--- src/bolr_pkg.sv ---
`default_nettype none
package bolr_pkg;
	// Register offsets
	localparam logic [7:0] FLOOR_OFFSET = 8'h02;
	localparam logic [7:0] CEILING_OFFSET = 8'h03;
	localparam logic [7:0] LIMIT_OFFSET = 8'h04;
	// Reset values
	localparam logic [4:0] FLOOR_RESET = 5'h09;
	localparam logic [4:0] CEILING_RESET = 5'h0e;
	localparam logic LIMIT_DISABLE_RESET = 1'b0;
	localparam logic SOFT_START_FIXED_RESET = 1'b1;
	localparam logic [3:0] LIMIT_CODE_RESET = 4'hf;
	// Field positions in the current-limit register
	localparam int LIMIT_DISABLE_POS = 5;
	localparam int SOFT_START_POS = 4;
	// Voltage scales in millivolts
	localparam logic [12:0] FLOOR_BASE_MV = 13'h0b54;
	localparam logic [12:0] CEILING_BASE_MV = 13'h0b22;
	localparam logic [12:0] VOLT_STEP_MV = 13'h0032;
	// Current scales in milliamps
	localparam logic [12:0] LIMIT_BASE_MA = 13'h05dc;
	localparam logic [12:0] LIMIT_STEP_MA = 13'h01f4;
	localparam logic [3:0] LIMIT_CODE_MIN = 4'h8;
	localparam logic [12:0] SOFT_START_FIXED_MA = 13'h04e2;

	// Settings handed to the analog side
	typedef struct packed {
		logic [12:0] floor_mv;
		logic [12:0] ceiling_mv;
		logic limit_enable;
		logic [12:0] limit_ma;
		logic [12:0] soft_start_ma;
	} bolr_setting_t;
endpackage : bolr_pkg
`default_nettype wire

--- src/bolr_regs.sv ---
`timescale 1ns/1ps
`default_nettype none
// Summary of operation
// - Floor code one is 2.9 V, 50 mV steps
// - Floor code resets to 01001, 3.3 V
// - Ceiling code zero 2.85 V, 50 mV steps
// - Ceiling resets 01110, reserved bits zero
// - Bit five disables current limit, resets zero
// - Bit four low: soft-start uses limit code
// - Bit four high: soft-start fixed 1250 mA
// - Limit code 500 mA steps, resets 1111
module bolr_regs (
	// Clock and reset
	input wire logic clk,
	input wire logic resetn,
	// Register access from the serial front end
	input wire logic wr_en,
	input wire logic rd_en,
	input wire logic [7:0] addr,
	input wire logic [7:0] wdata,
	output logic [7:0] rdata,
	output logic rvalid,
	// Decoded settings for the regulator
	output bolr_pkg::bolr_setting_t setting,
	// Raw fields
	output logic [4:0] floor_code,
	output logic [4:0] ceiling_code,
	output logic limit_disable_bit,
	output logic soft_start_fixed,
	output logic [3:0] limit_code_field
);
	// Stored register fields
	logic [4:0] floor_reg, floor_next;
	logic [4:0] ceiling_reg, ceiling_next;
	logic dis_reg, dis_next;
	logic ss_reg, ss_next;
	logic [3:0] code_reg, code_next;
	// Read port and decoded settings
	logic [7:0] rdata_reg, rdata_next;
	logic rvalid_reg, rvalid_next;
	bolr_pkg::bolr_setting_t set_reg, set_next;
	logic [12:0] limit_ma;

	// Write decode; reserved bits are not stored so they read zero
	always_comb begin
		floor_next = floor_reg;
		ceiling_next = ceiling_reg;
		dis_next = dis_reg;
		ss_next = ss_reg;
		code_next = code_reg;
		if (wr_en) begin
			unique case (addr)
				bolr_pkg::FLOOR_OFFSET: begin
					floor_next = wdata[4:0];
				end
				bolr_pkg::CEILING_OFFSET: begin
					ceiling_next = wdata[4:0];
				end
				bolr_pkg::LIMIT_OFFSET: begin
					dis_next = wdata[bolr_pkg::LIMIT_DISABLE_POS];
					ss_next = wdata[bolr_pkg::SOFT_START_POS];
					code_next = wdata[3:0];
				end
				default: begin
					// Unmapped address, write dropped
				end
			endcase
		end
	end

	// Read mux; unmapped addresses read zero
	always_comb begin
		rdata_next = rdata_reg;
		rvalid_next = rd_en;
		if (rd_en) begin
			unique case (addr)
				bolr_pkg::FLOOR_OFFSET: begin
					rdata_next = {3'h0, floor_reg};
				end
				bolr_pkg::CEILING_OFFSET: begin
					rdata_next = {3'h0, ceiling_reg};
				end
				bolr_pkg::LIMIT_OFFSET: begin
					rdata_next = {2'h0, dis_reg, ss_reg, code_reg};
				end
				default: begin
					rdata_next = 8'h00;
				end
			endcase
		end
	end

	// Decode codes into targets; 1101 follows the step pattern
	always_comb begin
		limit_ma = bolr_pkg::LIMIT_BASE_MA
			+ 13'(code_reg - bolr_pkg::LIMIT_CODE_MIN)
			* bolr_pkg::LIMIT_STEP_MA;
		set_next.floor_mv = bolr_pkg::FLOOR_BASE_MV
			+ 13'(floor_reg - 5'h01) * bolr_pkg::VOLT_STEP_MV;
		set_next.ceiling_mv = bolr_pkg::CEILING_BASE_MV
			+ 13'(ceiling_reg) * bolr_pkg::VOLT_STEP_MV;
		set_next.limit_enable = ~dis_reg;
		set_next.limit_ma = limit_ma;
		if (ss_reg) begin
			set_next.soft_start_ma = bolr_pkg::SOFT_START_FIXED_MA;
		end else begin
			set_next.soft_start_ma = limit_ma;
		end
	end

	// Register all state
	always_ff @(posedge clk or negedge resetn) begin
		if (!resetn) begin
			floor_reg <= bolr_pkg::FLOOR_RESET;
			ceiling_reg <= bolr_pkg::CEILING_RESET;
			dis_reg <= bolr_pkg::LIMIT_DISABLE_RESET;
			ss_reg <= bolr_pkg::SOFT_START_FIXED_RESET;
			code_reg <= bolr_pkg::LIMIT_CODE_RESET;
			rdata_reg <= 8'h00;
			rvalid_reg <= 1'b0;
			set_reg <= '0;
		end else begin
			floor_reg <= floor_next;
			ceiling_reg <= ceiling_next;
			dis_reg <= dis_next;
			ss_reg <= ss_next;
			code_reg <= code_next;
			rdata_reg <= rdata_next;
			rvalid_reg <= rvalid_next;
			set_reg <= set_next;
		end
	end

	// Outputs straight from flip-flops
	assign rdata = rdata_reg;
	assign rvalid = rvalid_reg;
	assign setting = set_reg;
	assign floor_code = floor_reg;
	assign ceiling_code = ceiling_reg;
	assign limit_disable_bit = dis_reg;
	assign soft_start_fixed = ss_reg;
	assign limit_code_field = code_reg;

	// Ceiling write lands in the field next cycle
	ceiling_write_a: assert property (@(posedge clk)
		disable iff (!resetn)
		wr_en && addr == bolr_pkg::CEILING_OFFSET
		|=> ceiling_code == $past(wdata[4:0]))
		else $error("Ceiling field not written");
	// Floor write lands in the field next cycle
	floor_write_a: assert property (@(posedge clk)
		disable iff (!resetn)
		wr_en && addr == bolr_pkg::FLOOR_OFFSET
		|=> floor_code == $past(wdata[4:0]))
		else $error("Floor field not written");
	// Limit write lands in all three fields
	limit_write_a: assert property (@(posedge clk)
		disable iff (!resetn)
		wr_en && addr == bolr_pkg::LIMIT_OFFSET
		|=> limit_disable_bit == $past(wdata[5])
		&& soft_start_fixed == $past(wdata[4])
		&& limit_code_field == $past(wdata[3:0]))
		else $error("Limit fields not written");
	// Ceiling readback has zero reserved bits
	ceiling_read_a: assert property (@(posedge clk)
		disable iff (!resetn)
		rd_en && addr == bolr_pkg::CEILING_OFFSET
		|=> rvalid && rdata[7:5] == 3'h0)
		else $error("Ceiling reserved bits not zero");
	// Floor readback returns the stored code
	floor_read_a: assert property (@(posedge clk)
		disable iff (!resetn)
		rd_en && addr == bolr_pkg::FLOOR_OFFSET
		|=> rvalid && rdata == {3'h0, $past(floor_code)})
		else $error("Floor readback wrong");
	// Limit readback returns the stored fields
	limit_read_a: assert property (@(posedge clk)
		disable iff (!resetn)
		rd_en && addr == bolr_pkg::LIMIT_OFFSET
		|=> rvalid && rdata == {2'h0, $past(limit_disable_bit),
		$past(soft_start_fixed), $past(limit_code_field)})
		else $error("Limit readback wrong");
	// Floor target follows 50 mV steps; skips the reset edge
	floor_scale_a: assert property (@(posedge clk)
		disable iff (!resetn)
		$past(resetn) |-> setting.floor_mv
		== 13'd2900 + 13'($past(floor_code) - 5'h01) * 13'd50)
		else $error("Floor target wrong");
	// Ceiling target follows 50 mV steps
	ceiling_scale_a: assert property (@(posedge clk)
		disable iff (!resetn)
		$past(resetn) |-> setting.ceiling_mv
		== 13'd2850 + 13'($past(ceiling_code)) * 13'd50)
		else $error("Ceiling target wrong");
	// Disable bit turns off the limit
	limit_off_a: assert property (@(posedge clk)
		disable iff (!resetn)
		$past(resetn)
		|-> setting.limit_enable == !$past(limit_disable_bit))
		else $error("Limit enable mismatch");
	// Fixed soft-start current when bit four set
	ss_fixed_a: assert property (@(posedge clk)
		disable iff (!resetn)
		$past(resetn) && $past(soft_start_fixed)
		|-> setting.soft_start_ma == 13'd1250)
		else $error("Soft-start not 1250 mA");
	// Soft-start tracks limit when bit four clear
	ss_track_a: assert property (@(posedge clk)
		disable iff (!resetn)
		$past(resetn) && !$past(soft_start_fixed)
		|-> setting.soft_start_ma == setting.limit_ma)
		else $error("Soft-start not tracking limit");
	// Lowest defined code gives 1500 mA
	code_1500_a: assert property (@(posedge clk)
		disable iff (!resetn)
		$past(resetn) && $past(limit_code_field) == 4'h8
		|-> setting.limit_ma == 13'd1500)
		else $error("Code 1000 not 1500 mA");
	// Code 1101 gives 4000 mA
	code_4000_a: assert property (@(posedge clk)
		disable iff (!resetn)
		$past(resetn) && $past(limit_code_field) == 4'hd
		|-> setting.limit_ma == 13'd4000)
		else $error("Code 1101 not 4000 mA");
	// Top code gives 5000 mA
	code_5000_a: assert property (@(posedge clk)
		disable iff (!resetn)
		$past(resetn) && $past(limit_code_field) == 4'hf
		|-> setting.limit_ma == 13'd5000)
		else $error("Code 1111 not 5000 mA");
	// Floor reset value
	floor_reset_a: assert property (@(posedge clk)
		$rose(resetn) |-> floor_code == 5'h09)
		else $error("Floor reset wrong");
	// Ceiling reset value
	ceiling_reset_a: assert property (@(posedge clk)
		$rose(resetn) |-> ceiling_code == 5'h0e)
		else $error("Ceiling reset wrong");
	// Limit comes out of reset enabled
	dis_reset_a: assert property (@(posedge clk)
		$rose(resetn) |-> !limit_disable_bit)
		else $error("Disable bit reset wrong");
	// Soft-start comes out of reset fixed
	ss_reset_a: assert property (@(posedge clk)
		$rose(resetn) |-> soft_start_fixed)
		else $error("Soft-start bit reset wrong");
	// Limit code comes out of reset at the top code
	code_reset_a: assert property (@(posedge clk)
		$rose(resetn) |-> limit_code_field == 4'hf)
		else $error("Limit code reset wrong");
endmodule : bolr_regs
`default_nettype wire

--- config.mk ---
export PLATFORM = sky130hd
export DESIGN_NAME = bolr_regs
export DESIGN_NICKNAME = d
export VERILOG_FILES = /design/src/bolr_pkg.sv /design/src/bolr_regs.sv
export SDC_FILE = /design/constraint.sdc
export NUM_CORES = 1
export LEC_CHECK = 0
export ABC_AREA = 1
export BUFFER_PORTS_ARGS = -buffer_cell sky130_fd_sc_hd__buf_2
export CORE_ASPECT_RATIO = 1.75
export CORE_MARGIN = 2
export CORE_UTILIZATION = 30
export CTS_CLUSTER_DIAMETER = 120
export CTS_CLUSTER_SIZE = 40
export DETAILED_ROUTE_END_ITERATION = 16
export SYNTH_ARGS = -nofsm -noshare
export SYNTH_HDL_FRONTEND = slang
export SYNTH_SLANG_ARGS = --single-unit
--- constraint.sdc ---
create_clock -name clk -period 3.7 [get_ports clk]
set_input_delay 0.74 -clock clk [delete_from_list [all_inputs] [get_ports clk]]
set_output_delay 0.74 -clock clk [all_outputs]
set_load 0.05 [all_outputs]
## Yosys cells after proc, flatten, opt, wreduce, memory -nomap -nowiden

Cells that the tools add are included.

| storage, ports and cells | value |
|---|---|
| output and inout port bits | 78 |
| input port bits | 20 |
| flip-flop bits (word level) | 78 |

| operators by class | value |
|---|---|
| bitwise logic cells | 1 |
| reductions and logical operators | 3 |
| multiply operators | 3 |
| multiplexer cells | 2 |
| equal/unequal tests | 3 |
| add/subtract/negate cells | 5 |

Operators by type and width:

| operator | number |
|---|---|
| case mux 6 bit (3 select lines) | 1 |
| equality test 8 x 2 -> 1 bit (second input constant) | 2 |
| adder 11 x 13 -> 13 bit (first input constant) | 1 |
| adder 12 x 11 -> 13 bit (first input constant) | 1 |
| adder 12 x 13 -> 13 bit (first input constant) | 1 |
| multiplier 13 x 5 -> 12 bit (second input constant) | 1 |
| multiplier 13 x 7 -> 11 bit (second input constant) | 1 |
| two-way mux 13 bit | 1 |
| multiplier 5 x 5 -> 10 bit (second input constant) | 1 |
| equality test 8 x 3 -> 1 bit (second input constant) | 1 |
| AND reduction 2 bit | 3 |
| subtractor 5 x 1 -> 6 bit (second input constant) | 1 |
| subtractor 4 x 4 -> 5 bit (second input constant) | 1 |
| inverter 1 bit | 1 |

## Logic depth before layout (Yosys ltp)

Gate-level depths: netlist of the first run.

| depth | value |
|---|---|
| depth after elaboration | 4 |
| mapped depth | 24 |
| gate-level depth less buffers | 23 |

## Worst setup path after synthesis of the first run

Ideal clock, no wire load.

| timing path | value |
|---|---|
| path type | register -> register |
| from | register code_reg[3] (netlist: limit_code_field[3]) |
| to | register set_reg (netlist bit setting[12]) |
| clock period less this slack | 3.988 ns |
| data required time | 3.570 ns |
| arrival time | 3.858 ns |
| stages on the path, launching flop included | 19 |
| buffers on the path | 1 |
| library setup time | 0.130 ns |
| slack | -0.288 ns |
| cell sequence | dfstp_2 > buf_4 > inv_2 > ha_1 > inv_1 > ha_1 > inv_1 > fa_1 > fa_1 > inv_1 > ha_1 > xnor2_1 > nor2_1 > nand3_1 > nand2_1 > a21oi_1 > nand2_1 > nand2_1 > nor2_1 |

RTL lines:

| what | line | source |
|---|---|---|
| start: declaration | bolr_regs.sv:37 | `logic [3:0] code_reg, code_next;` |
| start signal: assignment | bolr_regs.sv:118 | `code_reg <= bolr_pkg::LIMIT_CODE_RESET;` |
| start signal: assignment | bolr_regs.sv:127 | `code_reg <= code_next;` |
| end signal: assignment | bolr_regs.sv:130 | `set_reg <= set_next;` |
| end: declaration | bolr_regs.sv:41 | `bolr_pkg::bolr_setting_t set_reg, set_next;` |

==> results.py, run 1 <==
metrics = {
    "outcome": {
        "status": "completed",
    },
    "sta": {
        "fmax_ghz": 0.274,
        "worst_pin_slew_ns": 0.892,
        "max_slew_margin_pct": 40.6,
        "min_period_ns": 3.65,
        "fin_skew_ns": 0.00736,
        "finalCritPeriodShare_pct": 98.8,
        "whs_ns": 0.480,
        "rsz0062_at_grt": "yes",
        "final-hold-violation-count": 0,
        "slew_viol_final": 0,
        "setup_slack_ns": 0.0452,
        "setup_viol": 0,
    },
    "routing": {
        "drtIter0Drc": 139,
        "drc": 0,
        "routed_via_density": 4.49,
        "ant_nets": 0,
        "drt_pass1_iterations": 4,
        "wire_per_inst_um": 12.7,
        "routed_wl_um": 11300,
        "via_count": 3972,
    },
    "final_layout": {
        "nets": 784,
        "fin_area_um2": 6380,
        "area_delta_synth_final_pct": 31.7,
        "largest_reg_flops": 48,
        "n_antenna_cell": 0,
        "fillers": 1621,
        "drive_gt1_share_pct": 33.2,
    },
    "critical_path": {
        "critical-path-slowest-cell": "dfstp_4",
        "path_buf_inv": 5,
        "cp_max_fo": 5,
        "critical_path_class": "reg -> reg",
        "setup.worst_path.end_class": "flop",
        "required_ns": 3.91,
        "worstPathArrival_ns": 3.86,
        "crit_path_start_kind": "flop",
        "cp_top_family": "adder cells",
        "cpPeakStageDelay_ns": 0.65,
        "cp_cell_sequence": "buf_6 > fa_1 > ha_4 > inv_2 > fa_1 > xnor2_2 > xor2_1 > inv_1 > ha_4 > nand2_2 > inv_2 > nand4_1 > nand3_1 > nand2_1 > nand2_2 > inv_2 > nand2_1 > nand2_1 > nand2_2 > nor2_1",
    },
    "power_and_ir_drop": {
        "powerDensity_nw_per_um2": 861,
        "peakVddDrop_v": 0.000321,
        "leakagePower_nw": 3.38,
    },
    "die": {
        "rows": 61,
        "ios": 98,
        "coreArea_um2": 15900,
        "initial_core_util_pct": 30.5,
        "die_w_um": 100,
        "fp.dieArea_um2": 17200,
        "die_h_um": 172,
    },
    "global_routing": {
        "grtUsageTotal_pct": 13.6,
        "grt_pass1_wl_um": 18100,
        "grt_max_degree": 72,
        "grt_pass1_vias": 3904,
        "antenna_found_initial": 0,
        "grt-ovfl-total": 0,
    },
    "clock_network": {
        "cts_hold_buf": 0,
        "numClockSinks": 71,
        "cts_max_path_buffers": 2,
        "path_clk_slew_ns": 0.06,
        "cts_tree": "done",
        "clockRootBuffer": "clkbuf_16",
        "clk_latency_ns": 0.34,
        "cts_buffers": 9,
        "htreeDepth": 3,
    },
    "yosys": {
        "netlist_area_um2": 4840,
        "ys_ff_latch": 71,
        "synth_edf_count": 0,
        "yosys.area.top_type": "dfrtp_1",
        "yosysMostFrequentCell": "nand2_1",
        "ys_types": 36,
        "async_flop_share_pct": 100,
        "ys_seq_area_share_pct": 36.9,
        "avgSynthCellArea_um2": 8.45,
        "synth_top_area_share_pct": 31.5,
        "synthCells": 573,
        "synth_ff_type": "dfrtp_1",
        "synth_area_leaders": "dfrtp_1 (32%), ha_1 (15%), nand2_1 (12%)",
        "ys_warn_count": 0,
        "yosys-top-cells-count": "nand2_1 (150), inv_1 (102), dfrtp_1 (61)",
    },
    "flow_run": {
        "maxCapViolations": 0,
    },
    "hold_path": {
        "hp-class": "reg -> reg",
    },
    "placed_design": {
        "dpl_cell_area_um2": 5710,
        "dp_hpwl_um": 9070,
        "place_ws_ns": -0.0631,
        "place_congestion": 0.808,
        "portBuffers": 88,
    },
}
==> routing by layer <==
| metal | vias to the layer above | share of wire (%) | global-route usage, % | wire length [um] |
|---|---|---|---|---|
| li1 | 2020 | - | - | - |
| met1 | 1873 | 37 | 13.7 | 4200 |
| met2 | 66 | 58 | 27.1 | 6480 |
| met3 | 13 | 3.3 | 2.22 | 368 |
| met4 | 0 | 1.9 | 5.48 | 214 |
| met5 | - | 0 | 0 | 0 |
==> logic make-up (layout without fill, tap and decap cells) <==
kind of cell / after synthesis / after routing / share of synthesized area, %
AND/OR/NAND/NOR: 240 / 240 / 21.4
buffers and inverters: 114 / 231 / 9.46
adder cells (fa/ha/maj): 73 / 73 / 21.2
flip-flops: 71 / 71 / 36.9
AO/OA/AOI/OAI: 43 / 43 / 5.01
XOR/XNOR: 30 / 30 / 5.74
other: 1 / 7 / 0.0774
multiplexers: 1 / 1 / 0.232
==> timing repair <==
action / CTS / global route
setup endpoints to repair: 5 / 13
gates resized for setup: 7 / 69
pin swaps: 13 / 35
setup buffers: 1 / 7
==> layout make-up <==
class	count	area [um2]	share of cell area, %
Multi-Input combinational cell	394	2970	46.5
Sequential cell	71	1810	28.4
Timing Repair Buffer	111	623	9.76
Inverter	104	398	6.24
Tap cell	189	236	3.71
Clock buffer	9	225	3.53
Clock inverter	7	120	1.88
==> power breakdown <==
part	internal, W	switching, W	leakage, nW
logic	0.00128	0.00219	2.38
registers	0.000975	0.0000518	0.838
clock network	0.000660	0.000334	0.166
total	0.00292	0.00258	3.38
==> worst paths after layout <==
check	start	end	slack, ns	cells past startpoint
worst max-delay path	limit_code_field[1]	setting[12]	0.05	20
worst min-delay path	rdata[0]	rdata[0]	0.48	2
worst max register to register	limit_code_field[1]	setting[12]	0.05	20
worst min register to register	rdata[0]	rdata[0]	0.48	2
max in group asynchronous	resetn	floor_code[1]	2.55	1
min in group asynchronous	resetn	setting[29]	0.53	1
==> worst reg2reg max path: cells and delay by family (launching register included) <==
kind | cells | cell delay, ns
buf+inv | 5 | 0.31
simple gates | 9 | 0.65
fa+ha+maj | 4 | 1.62
flops | 1 | 0.65
xor+xnor | 2 | 0.29
==> through the flow <==
stage               cells   TNS (ns)  total power, W  util, %
floorplan             579  -0.000853         0.00336        -
global placement      863    -0.0607         0.00392     36.0
detailed placement    863     -0.112         0.00396     36.0
CTS                   880   -0.00723         0.00501     38.3
global route          885     -0.753         0.00594     40.2
finish                885          0         0.00550     40.2
==> layout by cell type, fill, tap and decap left out, drive strengths merged <==
master / count
nand2: 155
buf: 111
inv: 105
dfrtp: 61
ha: 58
nand3: 35
nor2: 30
o21ai: 22
xor2: 20
fa: 15
a21oi: 13
nand4: 10
xnor2: 10
dfstp: 10
clkbuf: 9
conb: 7
or2: 5
o221ai: 3
bufinv: 3
o211ai: 2
and2: 2
clkinv: 2
o21bai: 1
a21o: 1
nand3b: 1
nor3: 1
nor4: 1
mux2: 1
o31ai: 1
clkinvlp: 1
(Power assumes the default switching activity.)
==> inputs of run 2 (changes only) <==
Settings changed: GPL_TIMING_DRIVEN from default to 0.
Clock period 3.7 ns to 3.1 ns, I/O delays scaled along.
==> results.py, run 2 (synthesis results as in run 1) <==
metrics = {
    "critical_path": {
        "cp_cell_sequence": "fa_2 > ha_4 > fa_1 > inv_2 > fa_1 > inv_2 > ha_4 > nand2_2 > nand2_2 > inv_2 > nand3b_1 > nand2_2 > inv_2 > nand2_2 > a21oi_2 > nand2_1 > nand2_2 > nor2_1",
        "cp_max_fo": 5,
        "worstPathArrival_ns": 3.83,
        "crit_path_start_kind": "flop",
        "critical_path_class": "reg -> reg",
        "cp_top_family": "adder cells",
        "setup.worst_path.end_class": "flop",
        "crit_top_cell": "nand2_2",
        "required_ns": 3.31,
        "path_buf_inv": 4,
        "cpPeakStageDelay_ns": 0.65,
        "critical-path-slowest-cell": "dfstp_4",
    },
    "routing": {
        "routed_via_density": 4.46,
        "drt_pass1_iterations": 4,
        "ant_nets": 0,
        "routed_wl_um": 11700,
        "drc": 0,
        "via_count": 4007,
        "drtIter0Drc": 146,
        "wire_per_inst_um": 13.0,
    },
    "power_and_ir_drop": {
        "peakVddDrop_v": 0.000557,
        "leakagePower_nw": 3.47,
        "powerDensity_nw_per_um2": 1050,
    },
    "clock_network": {
        "path_clk_slew_ns": 0.06,
        "cts_tree": "done",
        "cts_hold_buf": 0,
        "cts_max_path_buffers": 2,
        "numClockSinks": 71,
        "cts_buffers": 9,
        "clk_latency_ns": 0.34,
        "htreeDepth": 3,
        "clockRootBuffer": "clkbuf_16",
    },
    "final_layout": {
        "final_common_cell": "nand2_1",
        "n_antenna_cell": 0,
        "post-route-util_pct": 42.1,
        "nets": 798,
        "fillers": 1597,
        "largest_reg_flops": 48,
        "final_cell_mix": "nand2_1 (117), buf_2 (87), inv_1 (81)",
        "area_delta_synth_final_pct": 38.1,
        "drive_gt1_share_pct": 37.3,
    },
    "global_routing": {
        "antenna_found_initial": 0,
        "grt-ovfl-total": 0,
        "grt_max_degree": 72,
        "grt_pass1_wl_um": 18700,
        "grt_pass1_vias": 3973,
        "grtUsageTotal_pct": 14.1,
    },
    "placed_design": {
        "portBuffers": 88,
        "place_congestion": 0.761,
        "dp_hpwl_um": 9250,
    },
    "die": {
        "die_w_um": 100,
        "coreArea_um2": 15900,
        "initial_core_util_pct": 30.5,
        "ios": 98,
        "fp.dieArea_um2": 17200,
        "die_h_um": 172,
        "rows": 61,
    },
    "sta": {
        "finalCritPeriodShare_pct": 117,
        "slew_viol_final": 0,
        "final-hold-violation-count": 0,
        "fmax_ghz": 0.276,
        "rsz0062_at_grt": "yes",
        "setup_slack_ns": -0.527,
        "min_period_ns": 3.63,
        "fin_skew_ns": 0.00831,
        "worst_pin_slew_ns": 0.573,
        "setup_viol": 16,
        "max_slew_margin_pct": 61.8,
        "setup_tns_ns": -5.83,
    },
    "flow_run": {
        "maxCapViolations": 0,
    },
    "outcome": {
        "violations": "negative setup slack",
        "status": "finished, violations left",
    },
    "hold_path": {
        "hp-class": "in -> async",
    },
}
## run 2: layer usage
metal	part of all wire, %	vias up	GRT usage [%]
li1	-	2042	-
met1	37	1876	14.0
met2	58	76	28.5
met3	3.5	13	2.38
met4	2.1	0	5.00
met5	0	-	0
## run 2: layout make-up
cell class / count / area, um2 / share of cell area (%)
buffer: 9 / 60.1 / 0.898
clock buffer: 10 / 229 / 3.42
clock inverter: 6 / 85.1 / 1.27
inverter: 104 / 413 / 6.18
multi-input combinational: 394 / 3170 / 47.4
sequential: 71 / 1810 / 27.1
tap: 189 / 236 / 3.54
timing repair buffer: 116 / 684 / 10.2
## run 2: what timing repair did
| item | CTS | global route |
|---|---|---|
| resized for setup | 35 | 49 |
| setup buffers | 21 | 6 |
| setup endpoints to repair | 17 | 17 |
| pin swaps | 26 | 32 |
| gates cloned | 0 | 0 |
## run 2: power by group
part	switching (W)	internal, W	total, W
clock	0.000391	0.000701	0.00109
combinational	0.00291	0.00178	0.00470
sequential	0.0000598	0.00116	0.00122
## run 2: through the flow
stage / hold WS, ns / total power [W] / cells / area [um2] / worst slack, ns
floorplan: 0.324 / 0.00431 / 579 / 5120 / -0.548
global placement: 0.404 / 0.00492 / 856 / 5800 / -0.739
detailed placement: 0.407 / 0.00498 / 857 / 5830 / -0.760
CTS: 0.294 / 0.00646 / 893 / 6470 / -0.560
global route: 0.312 / 0.00757 / 899 / 6690 / -0.694
finish: 0.284 / 0.00701 / 899 / 6690 / -0.527
## run 2: path summary, 6_finish.rpt
| path | start | end | slack, ns | cells past startpoint |
|---|---|---|---|---|
| worst max-delay path | limit_code_field[0] | setting[12] | -0.53 | 18 |
| worst min-delay path | resetn | setting[30] | 0.28 | 2 |
| worst max register to register | limit_code_field[0] | setting[12] | -0.53 | 18 |
| worst min register to register | soft_start_fixed | setting[1] | 0.42 | 0 |
| max in group asynchronous | resetn | ceiling_code[3] | 2.49 | 2 |
| min in group clk | soft_start_fixed | setting[1] | 0.42 | 0 |
